===== config.mk =====
export PLATFORM = sky130hd
export DESIGN_NAME = hbasp_top
export DESIGN_NICKNAME = d
export VERILOG_FILES = /design/src/verilog/hbasp_top.v /design/src/verilog/hbasp_fifo.v
export VERILOG_INCLUDE_DIRS = /design/src /design/src/verilog
export SDC_FILE = /design/constraint.sdc
export NUM_CORES = 1
export LEC_CHECK = 0
export ABC_AREA = 0
export BUFFER_PORTS_ARGS = -buffer_cell sky130_fd_sc_hd__buf_2
export CORE_ASPECT_RATIO = 0.6
export CORE_MARGIN = 2
export CORE_UTILIZATION = 30
export CTS_CLUSTER_DIAMETER = 80
export CTS_CLUSTER_SIZE = 24
export DETAILED_ROUTE_END_ITERATION = 12
export SYNTH_ARGS = -nofsm -noshare
export SYNTH_HDL_FRONTEND = slang
export SYNTH_SLANG_ARGS = --single-unit

===== constraint.sdc =====
create_clock -name core_clk -period 4.1 [get_ports core_clk]
set_input_delay 0.615 -clock core_clk [delete_from_list [all_inputs] [get_ports core_clk]]
set_output_delay 0.615 -clock core_clk [all_outputs]
set_load 0.02 [all_outputs]

===== src/verilog/hbasp_defs.vh =====
`ifndef HBASP_DEFS_VH
`define HBASP_DEFS_VH
// ------------------------------------------------------------
// Write steering after reset
// ------------------------------------------------------------
`define HBASP_SEQ_MODE      4'h1
`define HBASP_SEQ_MASK      4'h2
`define HBASP_SEQ_BAUD      4'h4
`define HBASP_SEQ_DATA      4'h8
// ------------------------------------------------------------
// Control word fields
// ------------------------------------------------------------
`define HBASP_CTL_RESET     7
`define HBASP_CTL_CP2       0
// ------------------------------------------------------------
// Mode word fields
// ------------------------------------------------------------
`define HBASP_MODE_CP1_GP   0
`define HBASP_MODE_CP2_IN   1
`define HBASP_MODE_CP2_GP   2
`define HBASP_MODE_EXT_CLK  3
`define HBASP_MODE_LEN8     4
`define HBASP_MODE_STOP2    5
`define HBASP_MODE_PAR_EN   6
`define HBASP_MODE_PAR_ODD  7
// ------------------------------------------------------------
// Status word fields
// ------------------------------------------------------------
`define HBASP_ST_CP1        0
`define HBASP_ST_CP2        1
`define HBASP_ST_RX_RDY     2
`define HBASP_ST_TX_EMPTY   3
`define HBASP_ST_PAR_ERR    4
`define HBASP_ST_OVR_ERR    5
`define HBASP_ST_FRM_ERR    6
`define HBASP_ST_TX_DONE    7
// ------------------------------------------------------------
// Reset values and timing
// ------------------------------------------------------------
`define HBASP_RST_BYTE      8'h00
`define HBASP_OS_MID        4'h7
`define HBASP_OS_LAST       4'hf
`define HBASP_CLK_HZ        10000000
`define HBASP_EXT_MAX_BAUD  100000
`define HBASP_EXT_MIN_HALF  ((`HBASP_CLK_HZ / (`HBASP_EXT_MAX_BAUD * 32)))
`endif


===== src/verilog/hbasp_top.v =====
`include "hbasp_defs.vh"
module hbasp_top #(
  parameter FIFO_DEPTH = 8,
  parameter FIFO_AW    = 3
) (
  input  wire       core_clk,
  input  wire       rst_b,
  input  wire       chip_select_low,
  input  wire       read_strobe_low,
  input  wire       write_strobe_low,
  input  wire       reg_select,
  input  wire [7:0] data_in,
  output reg  [7:0] data_out,
  output wire       data_oe_low,
  output wire       irq_out_low,
  output wire       irq_oe_low,
  input  wire       rx_line,
  output reg        tx_line,
  input  wire       ext_clk16,
  input  wire       ctl_pin_one_low,
  input  wire       ctl_pin_two_low_in,
  output wire       ctl_pin_two_low_out,
  output wire       ctl_pin_two_low_oe_low
);
  // ------------------------------------------------------------
  // Input synchronisers
  // ------------------------------------------------------------
  reg [2:0] s_cs_q, s_rd_q, s_wr_q, s_rs_q, s_rx_q, s_ek_q, s_c1_q, s_c2_q;
  reg [7:0] s_d0_q, s_d1_q;
  reg cs_q, rd_q, wr_q, rs_q, rx_q, ek_q, c1_q, c2_q;

  function agree_upd;
    input [2:0] s;
    input       old;
    begin
      agree_upd = (s[1] == s[2]) ? s[2] : old;
    end
  endfunction

  always @(posedge core_clk or negedge rst_b) begin
    if (!rst_b) begin
      s_cs_q <= 3'h7; s_rd_q <= 3'h7; s_wr_q <= 3'h7; s_rs_q <= 3'h0;
      s_rx_q <= 3'h7; s_ek_q <= 3'h0; s_c1_q <= 3'h7; s_c2_q <= 3'h7;
      s_d0_q <= 8'h00; s_d1_q <= 8'h00;
      cs_q <= 1'b1; rd_q <= 1'b1; wr_q <= 1'b1; rs_q <= 1'b0;
      rx_q <= 1'b1; ek_q <= 1'b0; c1_q <= 1'b1; c2_q <= 1'b1;
    end else begin
      s_cs_q <= {s_cs_q[1:0], chip_select_low};
      s_rd_q <= {s_rd_q[1:0], read_strobe_low};
      s_wr_q <= {s_wr_q[1:0], write_strobe_low};
      s_rs_q <= {s_rs_q[1:0], reg_select};
      s_rx_q <= {s_rx_q[1:0], rx_line};
      s_ek_q <= {s_ek_q[1:0], ext_clk16};
      s_c1_q <= {s_c1_q[1:0], ctl_pin_one_low};
      s_c2_q <= {s_c2_q[1:0], ctl_pin_two_low_in};
      s_d0_q <= data_in;
      s_d1_q <= s_d0_q;
      cs_q <= agree_upd(s_cs_q, cs_q);
      rd_q <= agree_upd(s_rd_q, rd_q);
      wr_q <= agree_upd(s_wr_q, wr_q);
      rs_q <= agree_upd(s_rs_q, rs_q);
      rx_q <= agree_upd(s_rx_q, rx_q);
      ek_q <= agree_upd(s_ek_q, ek_q);
      c1_q <= agree_upd(s_c1_q, c1_q);
      c2_q <= agree_upd(s_c2_q, c2_q);
    end
  end

  // ------------------------------------------------------------
  // Host access decode
  // ------------------------------------------------------------
  reg        wr_d1_q, rd_d1_q, ek_d1_q;
  reg [7:0]  mode_q, mask_q, baud_q, ctl_q;
  reg [3:0]  seq_q;
  reg        soft_rst_q;
  // Write taken on the rising edge of the strobe; data has long settled
  wire sel     = !cs_q;
  wire wr_done = sel && wr_q && !wr_d1_q;
  wire rd_done = sel && rd_q && !rd_d1_q;
  wire rd_act  = sel && !rd_q;
  wire wr_lo   = wr_done && !rs_q;
  wire wr_ctl  = wr_done && rs_q;
  wire [7:0] wdat = s_d1_q;
  wire clr = soft_rst_q;

  assign data_oe_low = !rd_act;

  always @(posedge core_clk or negedge rst_b) begin
    if (!rst_b) begin
      wr_d1_q <= 1'b1; rd_d1_q <= 1'b1; ek_d1_q <= 1'b0;
      ctl_q <= `HBASP_RST_BYTE; soft_rst_q <= 1'b0;
    end else begin
      wr_d1_q <= wr_q; rd_d1_q <= rd_q; ek_d1_q <= ek_q;
      if (wr_ctl) begin
        ctl_q <= wdat;
        soft_rst_q <= wdat[`HBASP_CTL_RESET];
      end
    end
  end

  always @(posedge core_clk or negedge rst_b) begin
    if (!rst_b) begin
      seq_q <= `HBASP_SEQ_MODE;
      mode_q <= `HBASP_RST_BYTE; mask_q <= `HBASP_RST_BYTE; baud_q <= `HBASP_RST_BYTE;
    end else if (clr) begin
      seq_q <= `HBASP_SEQ_MODE;
    end else if (wr_lo) begin
      case (seq_q)
        `HBASP_SEQ_MODE: begin
          mode_q <= wdat;
          seq_q  <= `HBASP_SEQ_MASK;
        end
        `HBASP_SEQ_MASK: begin
          mask_q <= wdat;
          seq_q  <= `HBASP_SEQ_BAUD;
        end
        `HBASP_SEQ_BAUD: begin
          baud_q <= wdat;
          seq_q  <= `HBASP_SEQ_DATA;
        end
        `HBASP_SEQ_DATA: begin
          seq_q <= `HBASP_SEQ_DATA;
        end
        default: begin
          seq_q <= `HBASP_SEQ_MODE;
        end
      endcase
    end
  end

  wire ready = (seq_q == `HBASP_SEQ_DATA) && !clr;
  wire [7:0] tx_wr_data = wdat;
  wire tx_push = wr_lo && (seq_q == `HBASP_SEQ_DATA);

  // ------------------------------------------------------------
  // Baud generator: one-cycle 16x tick
  // ------------------------------------------------------------
  reg [12:0] bdiv_q;
  reg        tick_q;
  // Divisors rescaled to this core clock; lookup indexed by baud select
  function [12:0] baud_div;
    input [3:0] sel4;
    begin
      case (sel4)
        4'h0: baud_div = 13'h30d3;
        4'h1: baud_div = 13'h162e;
        4'h2: baud_div = 13'h1225;
        4'h3: baud_div = 13'h1046;
        4'h4: baud_div = 13'h0822;
        4'h5: baud_div = 13'h0411;
        4'h6: baud_div = 13'h0208;
        4'h7: baud_div = 13'h015b;
        4'h8: baud_div = 13'h0137;
        4'h9: baud_div = 13'h0104;
        4'ha: baud_div = 13'h00ad;
        4'hb: baud_div = 13'h0081;
        4'hc: baud_div = 13'h0056;
        4'hd: baud_div = 13'h0040;
        4'he: baud_div = 13'h001f;
        default: baud_div = 13'h000f;
      endcase
    end
  endfunction

  always @(posedge core_clk or negedge rst_b) begin
    if (!rst_b) begin
      bdiv_q <= 13'h0000; tick_q <= 1'b0;
    end else if (mode_q[`HBASP_MODE_EXT_CLK]) begin
      bdiv_q <= 13'h0000;
      tick_q <= ek_q && !ek_d1_q;
    end else if (bdiv_q >= baud_div(baud_q[3:0])) begin
      bdiv_q <= 13'h0000; tick_q <= 1'b1;
    end else begin
      bdiv_q <= bdiv_q + 13'h0001; tick_q <= 1'b0;
    end
  end

  // ------------------------------------------------------------
  // Transmit path
  // ------------------------------------------------------------
  wire [7:0] txf_data;
  wire       txf_valid;
  wire       txf_in_ready;
  reg        tx_busy_q, tx_done_q;
  reg [3:0]  tx_os_q, tx_bits_q;
  reg [10:0] tx_sh_q;
  wire len8   = mode_q[`HBASP_MODE_LEN8];
  wire par_en = mode_q[`HBASP_MODE_PAR_EN];
  wire par_od = mode_q[`HBASP_MODE_PAR_ODD];
  wire cts_ok = mode_q[`HBASP_MODE_CP1_GP] || !c1_q;
  wire tx_load = ready && !tx_busy_q && txf_valid && cts_ok && tick_q;

  hbasp_fifo #(.WIDTH(8), .DEPTH(FIFO_DEPTH), .AW(FIFO_AW)) u_txf (
    .core_clk  (core_clk),
    .rst_b     (rst_b),
    .flush     (clr),
    .in_data   (tx_wr_data),
    .in_valid  (tx_push),
    .in_ready  (txf_in_ready),
    .out_data  (txf_data),
    .out_valid (txf_valid),
    .out_ready (tx_load)
  );

  function par_of;
    input [7:0] d;
    input       l8;
    input       odd;
    begin
      par_of = ^(l8 ? d : {1'b0, d[6:0]}) ^ odd;
    end
  endfunction

  wire [7:0] txd = len8 ? txf_data : {1'b0, txf_data[6:0]};
  wire       txp = par_of(txf_data, len8, par_od);

  always @(posedge core_clk or negedge rst_b) begin
    if (!rst_b) begin
      tx_busy_q <= 1'b0; tx_done_q <= 1'b0; tx_line <= 1'b1;
      tx_os_q <= 4'h0; tx_bits_q <= 4'h0; tx_sh_q <= 11'h7ff;
    end else if (clr) begin
      tx_busy_q <= 1'b0; tx_line <= 1'b1;
      tx_done_q <= 1'b0;
    end else if (tx_load) begin
      if (rd_done && rs_q) tx_done_q <= 1'b0;
      tx_busy_q <= 1'b1; tx_line <= 1'b0; tx_os_q <= 4'h0;
      // Frame after start: data, optional parity, stop bits, padded with mark
      if (len8 && par_en) tx_sh_q <= {2'b11, txp, txd};
      else if (len8) tx_sh_q <= {3'b111, txd};
      else if (par_en) tx_sh_q <= {3'b111, txp, txd[6:0]};
      else tx_sh_q <= {4'hf, txd[6:0]};
      tx_bits_q <= 4'h8 + {3'h0, len8} + {3'h0, par_en}
                   + {3'h0, mode_q[`HBASP_MODE_STOP2]};
    end else if (tx_busy_q && tick_q) begin
      if (rd_done && rs_q) tx_done_q <= 1'b0;
      tx_os_q <= tx_os_q + 4'h1;
      if (tx_os_q == `HBASP_OS_LAST) begin
        if (tx_bits_q == 4'h0) begin
          tx_busy_q <= 1'b0; tx_done_q <= 1'b1; tx_line <= 1'b1;
        end else begin
          tx_line <= tx_sh_q[0];
          tx_sh_q <= {1'b1, tx_sh_q[10:1]};
          tx_bits_q <= tx_bits_q - 4'h1;
        end
      end
    end else if (rd_done && rs_q) begin
      tx_done_q <= 1'b0;
    end
  end

  // ------------------------------------------------------------
  // Receive path
  // ------------------------------------------------------------
  localparam RX_IDLE = 4'h1, RX_START = 4'h2, RX_DATA = 4'h4, RX_STOP = 4'h8;
  reg [3:0] rx_st_q, rx_os_q, rx_n_q;
  reg [8:0] rx_sh_q;
  reg [7:0] rx_hold_q;
  reg       rx_rdy_q, par_err_q, ovr_err_q, frm_err_q, rx_prev_q;
  wire [3:0] rx_need = 4'h6 + {3'h0, len8} + {3'h0, par_en};
  wire [7:0] rx_dat = len8 ? rx_sh_q[7:0] : {1'b0, rx_sh_q[6:0]};
  wire rx_pbit = len8 ? rx_sh_q[8] : rx_sh_q[7];
  wire rd_data = rd_done && !rs_q;

  always @(posedge core_clk or negedge rst_b) begin
    if (!rst_b) begin
      rx_st_q <= RX_IDLE; rx_os_q <= 4'h0; rx_n_q <= 4'h0; rx_sh_q <= 9'h000;
      rx_hold_q <= 8'h00; rx_rdy_q <= 1'b0; par_err_q <= 1'b0;
      ovr_err_q <= 1'b0; frm_err_q <= 1'b0; rx_prev_q <= 1'b1;
    end else if (!ready) begin
      rx_st_q <= RX_IDLE; rx_rdy_q <= 1'b0; rx_prev_q <= 1'b1;
      par_err_q <= 1'b0; ovr_err_q <= 1'b0; frm_err_q <= 1'b0;
    end else begin
      rx_prev_q <= rx_q;
      // Host read clears flags; a new character in the same cycle wins
      if (rd_data) begin
        rx_rdy_q <= 1'b0; ovr_err_q <= 1'b0;
      end
      if (rd_done && rs_q) begin
        par_err_q <= 1'b0; frm_err_q <= 1'b0;
      end
      case (rx_st_q)
        RX_IDLE: begin
          if (rx_prev_q && !rx_q) begin
            rx_st_q <= RX_START; rx_os_q <= 4'h0;
          end
        end
        RX_START: begin
          if (tick_q) begin
            rx_os_q <= rx_os_q + 4'h1;
            if (rx_os_q == `HBASP_OS_MID) begin
              rx_st_q <= rx_q ? RX_IDLE : RX_DATA;
              rx_os_q <= 4'h0; rx_n_q <= 4'h0;
            end
          end
        end
        RX_DATA: begin
          if (tick_q) begin
            rx_os_q <= rx_os_q + 4'h1;
            if (rx_os_q == `HBASP_OS_LAST) begin
              rx_sh_q[rx_n_q] <= rx_q;
              rx_n_q <= rx_n_q + 4'h1;
              if (rx_n_q == rx_need) rx_st_q <= RX_STOP;
            end
          end
        end
        RX_STOP: begin
          if (tick_q) begin
            rx_os_q <= rx_os_q + 4'h1;
            if (rx_os_q == `HBASP_OS_LAST) begin
              rx_st_q <= RX_IDLE;
              rx_hold_q <= rx_dat;
              rx_rdy_q <= 1'b1;
              if (rx_rdy_q && !rd_data) ovr_err_q <= 1'b1;
              if (!rx_q) frm_err_q <= 1'b1;
              if (par_en && (par_of(rx_dat, len8, par_od) != rx_pbit))
                par_err_q <= 1'b1;
            end
          end
        end
        default: rx_st_q <= RX_IDLE;
      endcase
    end
  end

  // ------------------------------------------------------------
  // Status, read data, interrupt, control pins
  // ------------------------------------------------------------
  wire cp2_in = mode_q[`HBASP_MODE_CP2_IN];
  wire [7:0] status;
  assign status[`HBASP_ST_CP1]      = !c1_q;
  assign status[`HBASP_ST_CP2]      = cp2_in ? !c2_q : 1'b0;
  assign status[`HBASP_ST_RX_RDY]   = rx_rdy_q;
  assign status[`HBASP_ST_TX_EMPTY] = txf_in_ready && ready;
  assign status[`HBASP_ST_PAR_ERR]  = par_err_q;
  assign status[`HBASP_ST_OVR_ERR]  = ovr_err_q;
  assign status[`HBASP_ST_FRM_ERR]  = frm_err_q;
  assign status[`HBASP_ST_TX_DONE]  = tx_done_q;

  always @(posedge core_clk or negedge rst_b) begin
    if (!rst_b) begin
      data_out <= 8'h00;
    end else if (rd_act) begin
      data_out <= rs_q ? status : rx_hold_q;
    end
  end

  assign irq_out_low = 1'b0;
  assign irq_oe_low  = !(|(status[7:2] & mask_q[7:2]));

  assign ctl_pin_two_low_out    = !ctl_q[`HBASP_CTL_CP2];
  assign ctl_pin_two_low_oe_low = cp2_in;
endmodule


===== src/verilog/hbasp_fifo.v =====
module hbasp_fifo #(
  parameter WIDTH = 8,
  parameter DEPTH = 8,
  parameter AW    = 3
) (
  input  wire             core_clk,
  input  wire             rst_b,
  input  wire             flush,
  input  wire [WIDTH-1:0] in_data,
  input  wire             in_valid,
  output wire             in_ready,
  output wire [WIDTH-1:0] out_data,
  output wire             out_valid,
  input  wire             out_ready
);
  reg [WIDTH-1:0] mem [0:DEPTH-1];
  reg [AW-1:0]    wr_q;
  reg [AW-1:0]    rd_q;
  reg [AW:0]      cnt_q;
  wire            push;
  wire            pop;

  assign in_ready  = (cnt_q != DEPTH[AW:0]);
  assign out_valid = (cnt_q != {(AW+1){1'b0}});
  assign out_data  = mem[rd_q];
  assign push      = in_valid && in_ready;
  assign pop       = out_valid && out_ready;

  always @(posedge core_clk) begin
    if (push) begin
      mem[wr_q] <= in_data;
    end
  end

  always @(posedge core_clk or negedge rst_b) begin
    if (!rst_b) begin
      wr_q  <= {AW{1'b0}};
      rd_q  <= {AW{1'b0}};
      cnt_q <= {(AW+1){1'b0}};
    end else if (flush) begin
      wr_q  <= {AW{1'b0}};
      rd_q  <= {AW{1'b0}};
      cnt_q <= {(AW+1){1'b0}};
    end else begin
      if (push) begin
        wr_q <= (wr_q == DEPTH[AW-1:0] - 1'b1) ? {AW{1'b0}} : wr_q + 1'b1;
      end
      if (pop) begin
        rd_q <= (rd_q == DEPTH[AW-1:0] - 1'b1) ? {AW{1'b0}} : rd_q + 1'b1;
      end
      if (push && !pop) begin
        cnt_q <= cnt_q + 1'b1;
      end else if (pop && !push) begin
        cnt_q <= cnt_q - 1'b1;
      end
    end
  end
endmodule


# ---- Word-level counts from Yosys, hierarchy flattened
# Memories as Yosys holds them, arrays and structs flattened.
# Cells that the tools add are included.
dict set report totals {
  ff_bits 165
  ram_bits 64
  mem_bits_ro 208
  inputBits 18
  output_inout_bits 14
  word_cells 288
  mem_count 2
}
# memory words width rd rd_ports_with_merged_regs write_ports line_no
set memory_table {}
lappend memory_table {{(no name shown)} 16 13 1 0 0 hbasp_top.v:144} ;# case (sel4)
lappend memory_table {u_txf.mem 8 8 1 0 1 hbasp_fifo.v:16} ;# reg [WIDTH-1:0] mem [0:DEPTH-1];
dict set report op_classes {
  addsub 14
  n_lt_le_gt_ge 3
  eq_ne 39
  mux 102
  n_bitwise 4
  reduce_logical 75
}
# cell count
set op_table {}
lappend op_table {{$mux 4} 28}
lappend op_table {{$mux 8} 6}
lappend op_table {{$mux 1} 47}
lappend op_table {{$mux 11} 4}
lappend op_table {{$mux 13} 3}
lappend op_table {{$logic_and 1x1->1} 27}
lappend op_table {{$ne 3x3->1 const B} 8}
lappend op_table {{$pmux 4 s3} 2}
lappend op_table {{$mux 3} 7}
lappend op_table {{$logic_not 1->1} 17}
lappend op_table {{$add 4x1->4 const B} 4}
lappend op_table {{$eq 4x4->1 const B} 4}
lappend op_table {{$pmux 4 s4} 1}
lappend op_table {{$reduce_xor 8->1} 2}
lappend op_table {{$reduce_bool 3->1} 5}
lappend op_table {{$add 13x1->13 const B} 1}
lappend op_table {{$ge 13x13->1} 1}
lappend op_table {{$add 4x1->4} 3}
lappend op_table {{$eq 4x3->1 const B} 3}
lappend op_table {{$reduce_and 3->1} 4}
lappend op_table {{$reduce_and 4->1} 3}
lappend op_table {{$reduce_bool 2->1} 6}
lappend op_table {{$ne 2x2->1 const B} 5}
lappend op_table {{$bwmux 9} 1}
lappend op_table {{29 further kinds} 45}

# ---- Depth between registers and ports, before layout
dict set report logic_depth {
  depth_word 11
  ltp_mapped 15
  mapped_depth_nobuf 14
}

# ---- By module
# A second synthesis with hierarchy kept.
dict set report unflattened {
  cells_unflattened 788
  area_unflattened_um2 10054.6
}
# module n_inst cells_per_inst area_each_um2 seq_area_each_um2
set modules_own_cells {}
lappend modules_own_cells {hbasp_top 1 617 6925.4 3802.4}
lappend modules_own_cells {hbasp_fifo 1 171 3129.3 2172.1}

# ---- Least setup slack after synthesis
# Ideal clock, no wire load.
dict set report synth_path {
  path_type {register to register}
  startpoint {register baud_q[0]}
  endpoint {register bdiv_q[10]}
  setup_time_ns 0.136
  t_arrival_ns 2.809
  t_required_ns 3.964
  path_slack_ns 1.155
  path_stages_with_launch 12
  n_path_buf 1
  period_less_slack_ns 2.945
  path_cell_list {dfrtp_1 > inv_1 > ha_1 > nor2b_1 > nor3_1 > a31oi_1 > ha_1 > and4_1 > nand3_1 > o41ai_1 > clkbuf_1 > nor3_1}
}
dict set report synth_between {
  elab_chain_cells 5
}
# element line_no
set synth_rtl {}
lappend synth_rtl {{start: declaration} hbasp_top.v:73} ;# reg [7:0] mode_q, mask_q, baud_q, ctl_q;
lappend synth_rtl {{start signal: assignment} hbasp_top.v:104} ;# mode_q <= `HBASP_RST_BYTE; mask_q <= `HBASP_RST_BYTE; baud_q <= `HBASP_RST_BYTE;
lappend synth_rtl {{start signal: assignment} hbasp_top.v:118} ;# baud_q <= wdat;
lappend synth_rtl {{$mem_v2 16x13} -}
lappend synth_rtl {{$mux 13} hbasp_top.v:168} ;# end else if (mode_q[`HBASP_MODE_EXT_CLK]) begin
lappend synth_rtl {{$ge 13x13->1} hbasp_top.v:171} ;# end else if (bdiv_q >= baud_div(baud_q[3:0])) begin
lappend synth_rtl {{$mux 13} hbasp_top.v:171}
lappend synth_rtl {{$mux 13} hbasp_top.v:168}
lappend synth_rtl {{end signal: assignment} hbasp_top.v:167} ;# bdiv_q <= 13'h0000; tick_q <= 1'b0;
lappend synth_rtl {{end signal: assignment} hbasp_top.v:169} ;# bdiv_q <= 13'h0000;
lappend synth_rtl {{end signal: assignment} hbasp_top.v:172} ;# bdiv_q <= 13'h0000; tick_q <= 1'b1;
lappend synth_rtl {{end: declaration} hbasp_top.v:138} ;# reg [12:0] bdiv_q;
# No other way between the ends. The select of a mux whose other input is x is not followed.
# A chain may end at the register's enable or synchronous reset.

# ---- Worst setup path in the final report
dict set report layout_path {
  startpoint {register baud_q[1]}
  endpoint {register bdiv_q[5]}
}
# Same word-level chain as after synthesis.

==> run metrics <==
status finished clean; area leader, netlist dfrtp_1; vias 6,040; Iteration-0 DRC Markers between 500 and 600; register area between 0.005 and 0.006 sq mm; Setup WS post-layout ~0.89 ns; Mean Syn Cell Area 12.6 sq um; DRC Markers 0; placed cells between 1,000 and 1,500; Design Power between 4 and 5 mW; initial antenna violation count 0; Worst Path Arrival 3.58 ns; post-place setup slack about 0.96 ns; Fmax 312 MHz; Post-CTS Hold Fix Bufs 0; GRT Util Overall 0.123; Hold Violations, Final 0; Rel. slew slack 0.310; hold crit path type input port to asynchronous set/reset pin; cell mode on critical path a21oi_1; net count after synthesis around 860; Cells after Synth 799; worst skew pair latency 0.48 ns; Async S/R FF share, synth 0.714; Worst Tran Pin Value between 1 and 1.5 ns; setup violators final 0; effective utilization at floorplan 0.308; fin nets between 800 and 900; most common library cells after synthesis 121 x dfrtp_1, 78 x nand2_1, 64 x edfxtp_1; slowest CP cell dfrtp_1; worst-path cell chain inv_1, ha_1, nor2b_1, a21oi_1, nor2_1, a21oi_1, ha_1, and4_1, nand3_1, a21oi_1, o21a_1, o21ai_0, a21oi_1, buf_4, nor3_1; Post-synth EDFFs 64; WL/cell about 16 microns; post-route ant nets 0; final std cells w/o fill 1,287; Filler Cell Count between 3,000 and 4,000; Die Span Y between 100 and 150 microns; Resize count post-CTS 0; Port Buffers 30; max incr delay on CP ~0.51 ns; RSZ-0062 raised after global routing false; post-CTS setup buffer count 0; Worst setup EP type flip-flop; Period Utilization, post-route 0.782; Pre-antenna DRT Iters 5; required time of the critical path about 4.5 ns; Power Density ~390 mW/mm^2; std cell rows between 50 and 60; multi-input logic area around 0.004 sq mm; Worst-path clk slew around 0.1 ns; final core occ 0.342; max_cap viols 0; floorplan core area approximately 0.033 sq mm; Netlist cell types 63; Mapped Area roughly 0.010 sq mm; Final Wtd Congestion ~0.84; Final Max Tran Viols 0; die area ~0.035 sq mm; htree depth 1; # diodes 0; Area Growth Syn to Fin 11.0%; count leader, synth dfrtp_1; ys flop type dfrtp_1; #FFs+latches synth between 200 and 250; total CTS buffers 13; largest net degree at the start of global routing just under 90; Critical Path Start Type flip-flop; Worst Hold Margin between 0.2 and 0.25 ns; Via density 4.69; final instance area around 0.011 sq mm; sequential area share after synthesis 0.593; top post-synthesis cells by area dfrtp_1 30%, edfxtp_1 19%, dfstp_2 10%, ha_1 4.6%, nand2_1 2.9%; Synth warnings 0; clock buffer depth 3; first-pass GRT wire length roughly 34,000 microns; critical path type flip-flop to flip-flop; gr ovfl total 0; vias in the first global route 5,952; Yosys top cell area share 0.300; setup_tns 0 ns; worst clock skew ~0.020 ns; layout cells sized above 1 0.159; Lkg Pwr roughly 4.5 nW; number of I/O pins 32; CTS tree done; fin crit period approximately 3.2 ns; die width 241 microns; Crit Path Max Fanout 14; maximum vdd drop 202 uV; Post-DP Area between 0.01 and 0.015 sq mm; HPWL after detailed placement around 15,000 microns; Post-Route WL around 21,000 microns; root buffer cell clkbuf_16; CTS Sinks approximately 220
[cells in the final DEF, fill, tap and decap left out, types with 15 or more instances in the layout]
cell type  instances
nand3_1           15
dfstp_2           39
inv_1             24
buf_4             16
dfrtp_1          121
xnor2_1           30
edfxtp_1          64
mux2_1            21
nor3_1            26
buf_2             29
mux2i_1           22
ha_1              37
a21oi_1           36
o21ai_0           34
nor2_1            44
nand2_1           78
[kinds of logic (layout without fill, tap and decap cells)]
family / after synthesis / in the layout / share of synthesized area
AOI/OAI and AO/OA: 122 / 122 / 0.0710
and+or+nand+nor: 231 / 231 / 0.114
DFF: 224 / 224 / 0.593
buffers and inverters: 56 / 94 / 0.0223
xor gates and xnor gates: 45 / 45 / 0.0405
other: 1 / 1 / 0.000372
adders and majority gates: 47 / 47 / 0.0579
muxes: 73 / 73 / 0.101
[cell type report]
type	count	share of cell area
well taps	450	0.0503
multi-input cells	519	0.347
clock buffers	20	0.0314
flip-flops and latches	224	0.534
clock inverters	2	0.00224
inverters	25	0.00839
repair buffers	47	0.0265
[path summary, 6_finish.rpt]
| kind | to | slack [ns] | cells after the start | start |
|---|---|---|---|---|
| worst max-delay path | bdiv_q[5] | 0.89 | 15 | baud_q[1] |
| worst min-delay path | rx_os_q[2] | 0.20 | 1 | rst_b |
| worst max register to register | bdiv_q[5] | 0.89 | 15 | baud_q[1] |
| worst min register to register | s_d1_q[2] | 0.36 | 0 | s_d0_q[2] |
| max in group asynchronous | s_c2_q[0] | 2.98 | 2 | rst_b |
| min in group core_clk | s_cs_q[0] | 0.23 | 1 | chip_select_low |
[power breakdown]
group	leakage [nW]	internal, mW	switching [mW]
Clock	0.180	0.614	0.733
Sequential	2.59	2.42	0.144
Combinational	1.71	0.179	0.227
[flip-flops by register name (all words and copies together), names as in the netlist, 6 cells and up]
signal,flops
mask_q,6
rx_hold_q,8
u_txf.mem,64
tx_sh_q,9
s_d0_q,8
data_out,8
bdiv_q,13
mode_q,7
rx_sh_q,9
s_d1_q,8
[critical path, delay by kind of cell (launching register included)]
family	cells	cell delay, ns
compound gates	6	0.83
simple gates	5	0.78
fa+ha+maj	2	0.60
flops	1	0.51
buf+inv	2	0.40
[routing by layer]
metal,part of all wire,GRT usage,routed length [microns],vias up
li1,-,-,-,2932
met1,0.54,0.199,11300,2983
met2,0.41,0.174,8660,104
met3,0.043,0.0171,913,21
met4,0.011,0.0186,242,0
met5,0,0,0,-
Power figures use the tool's default switching activity.
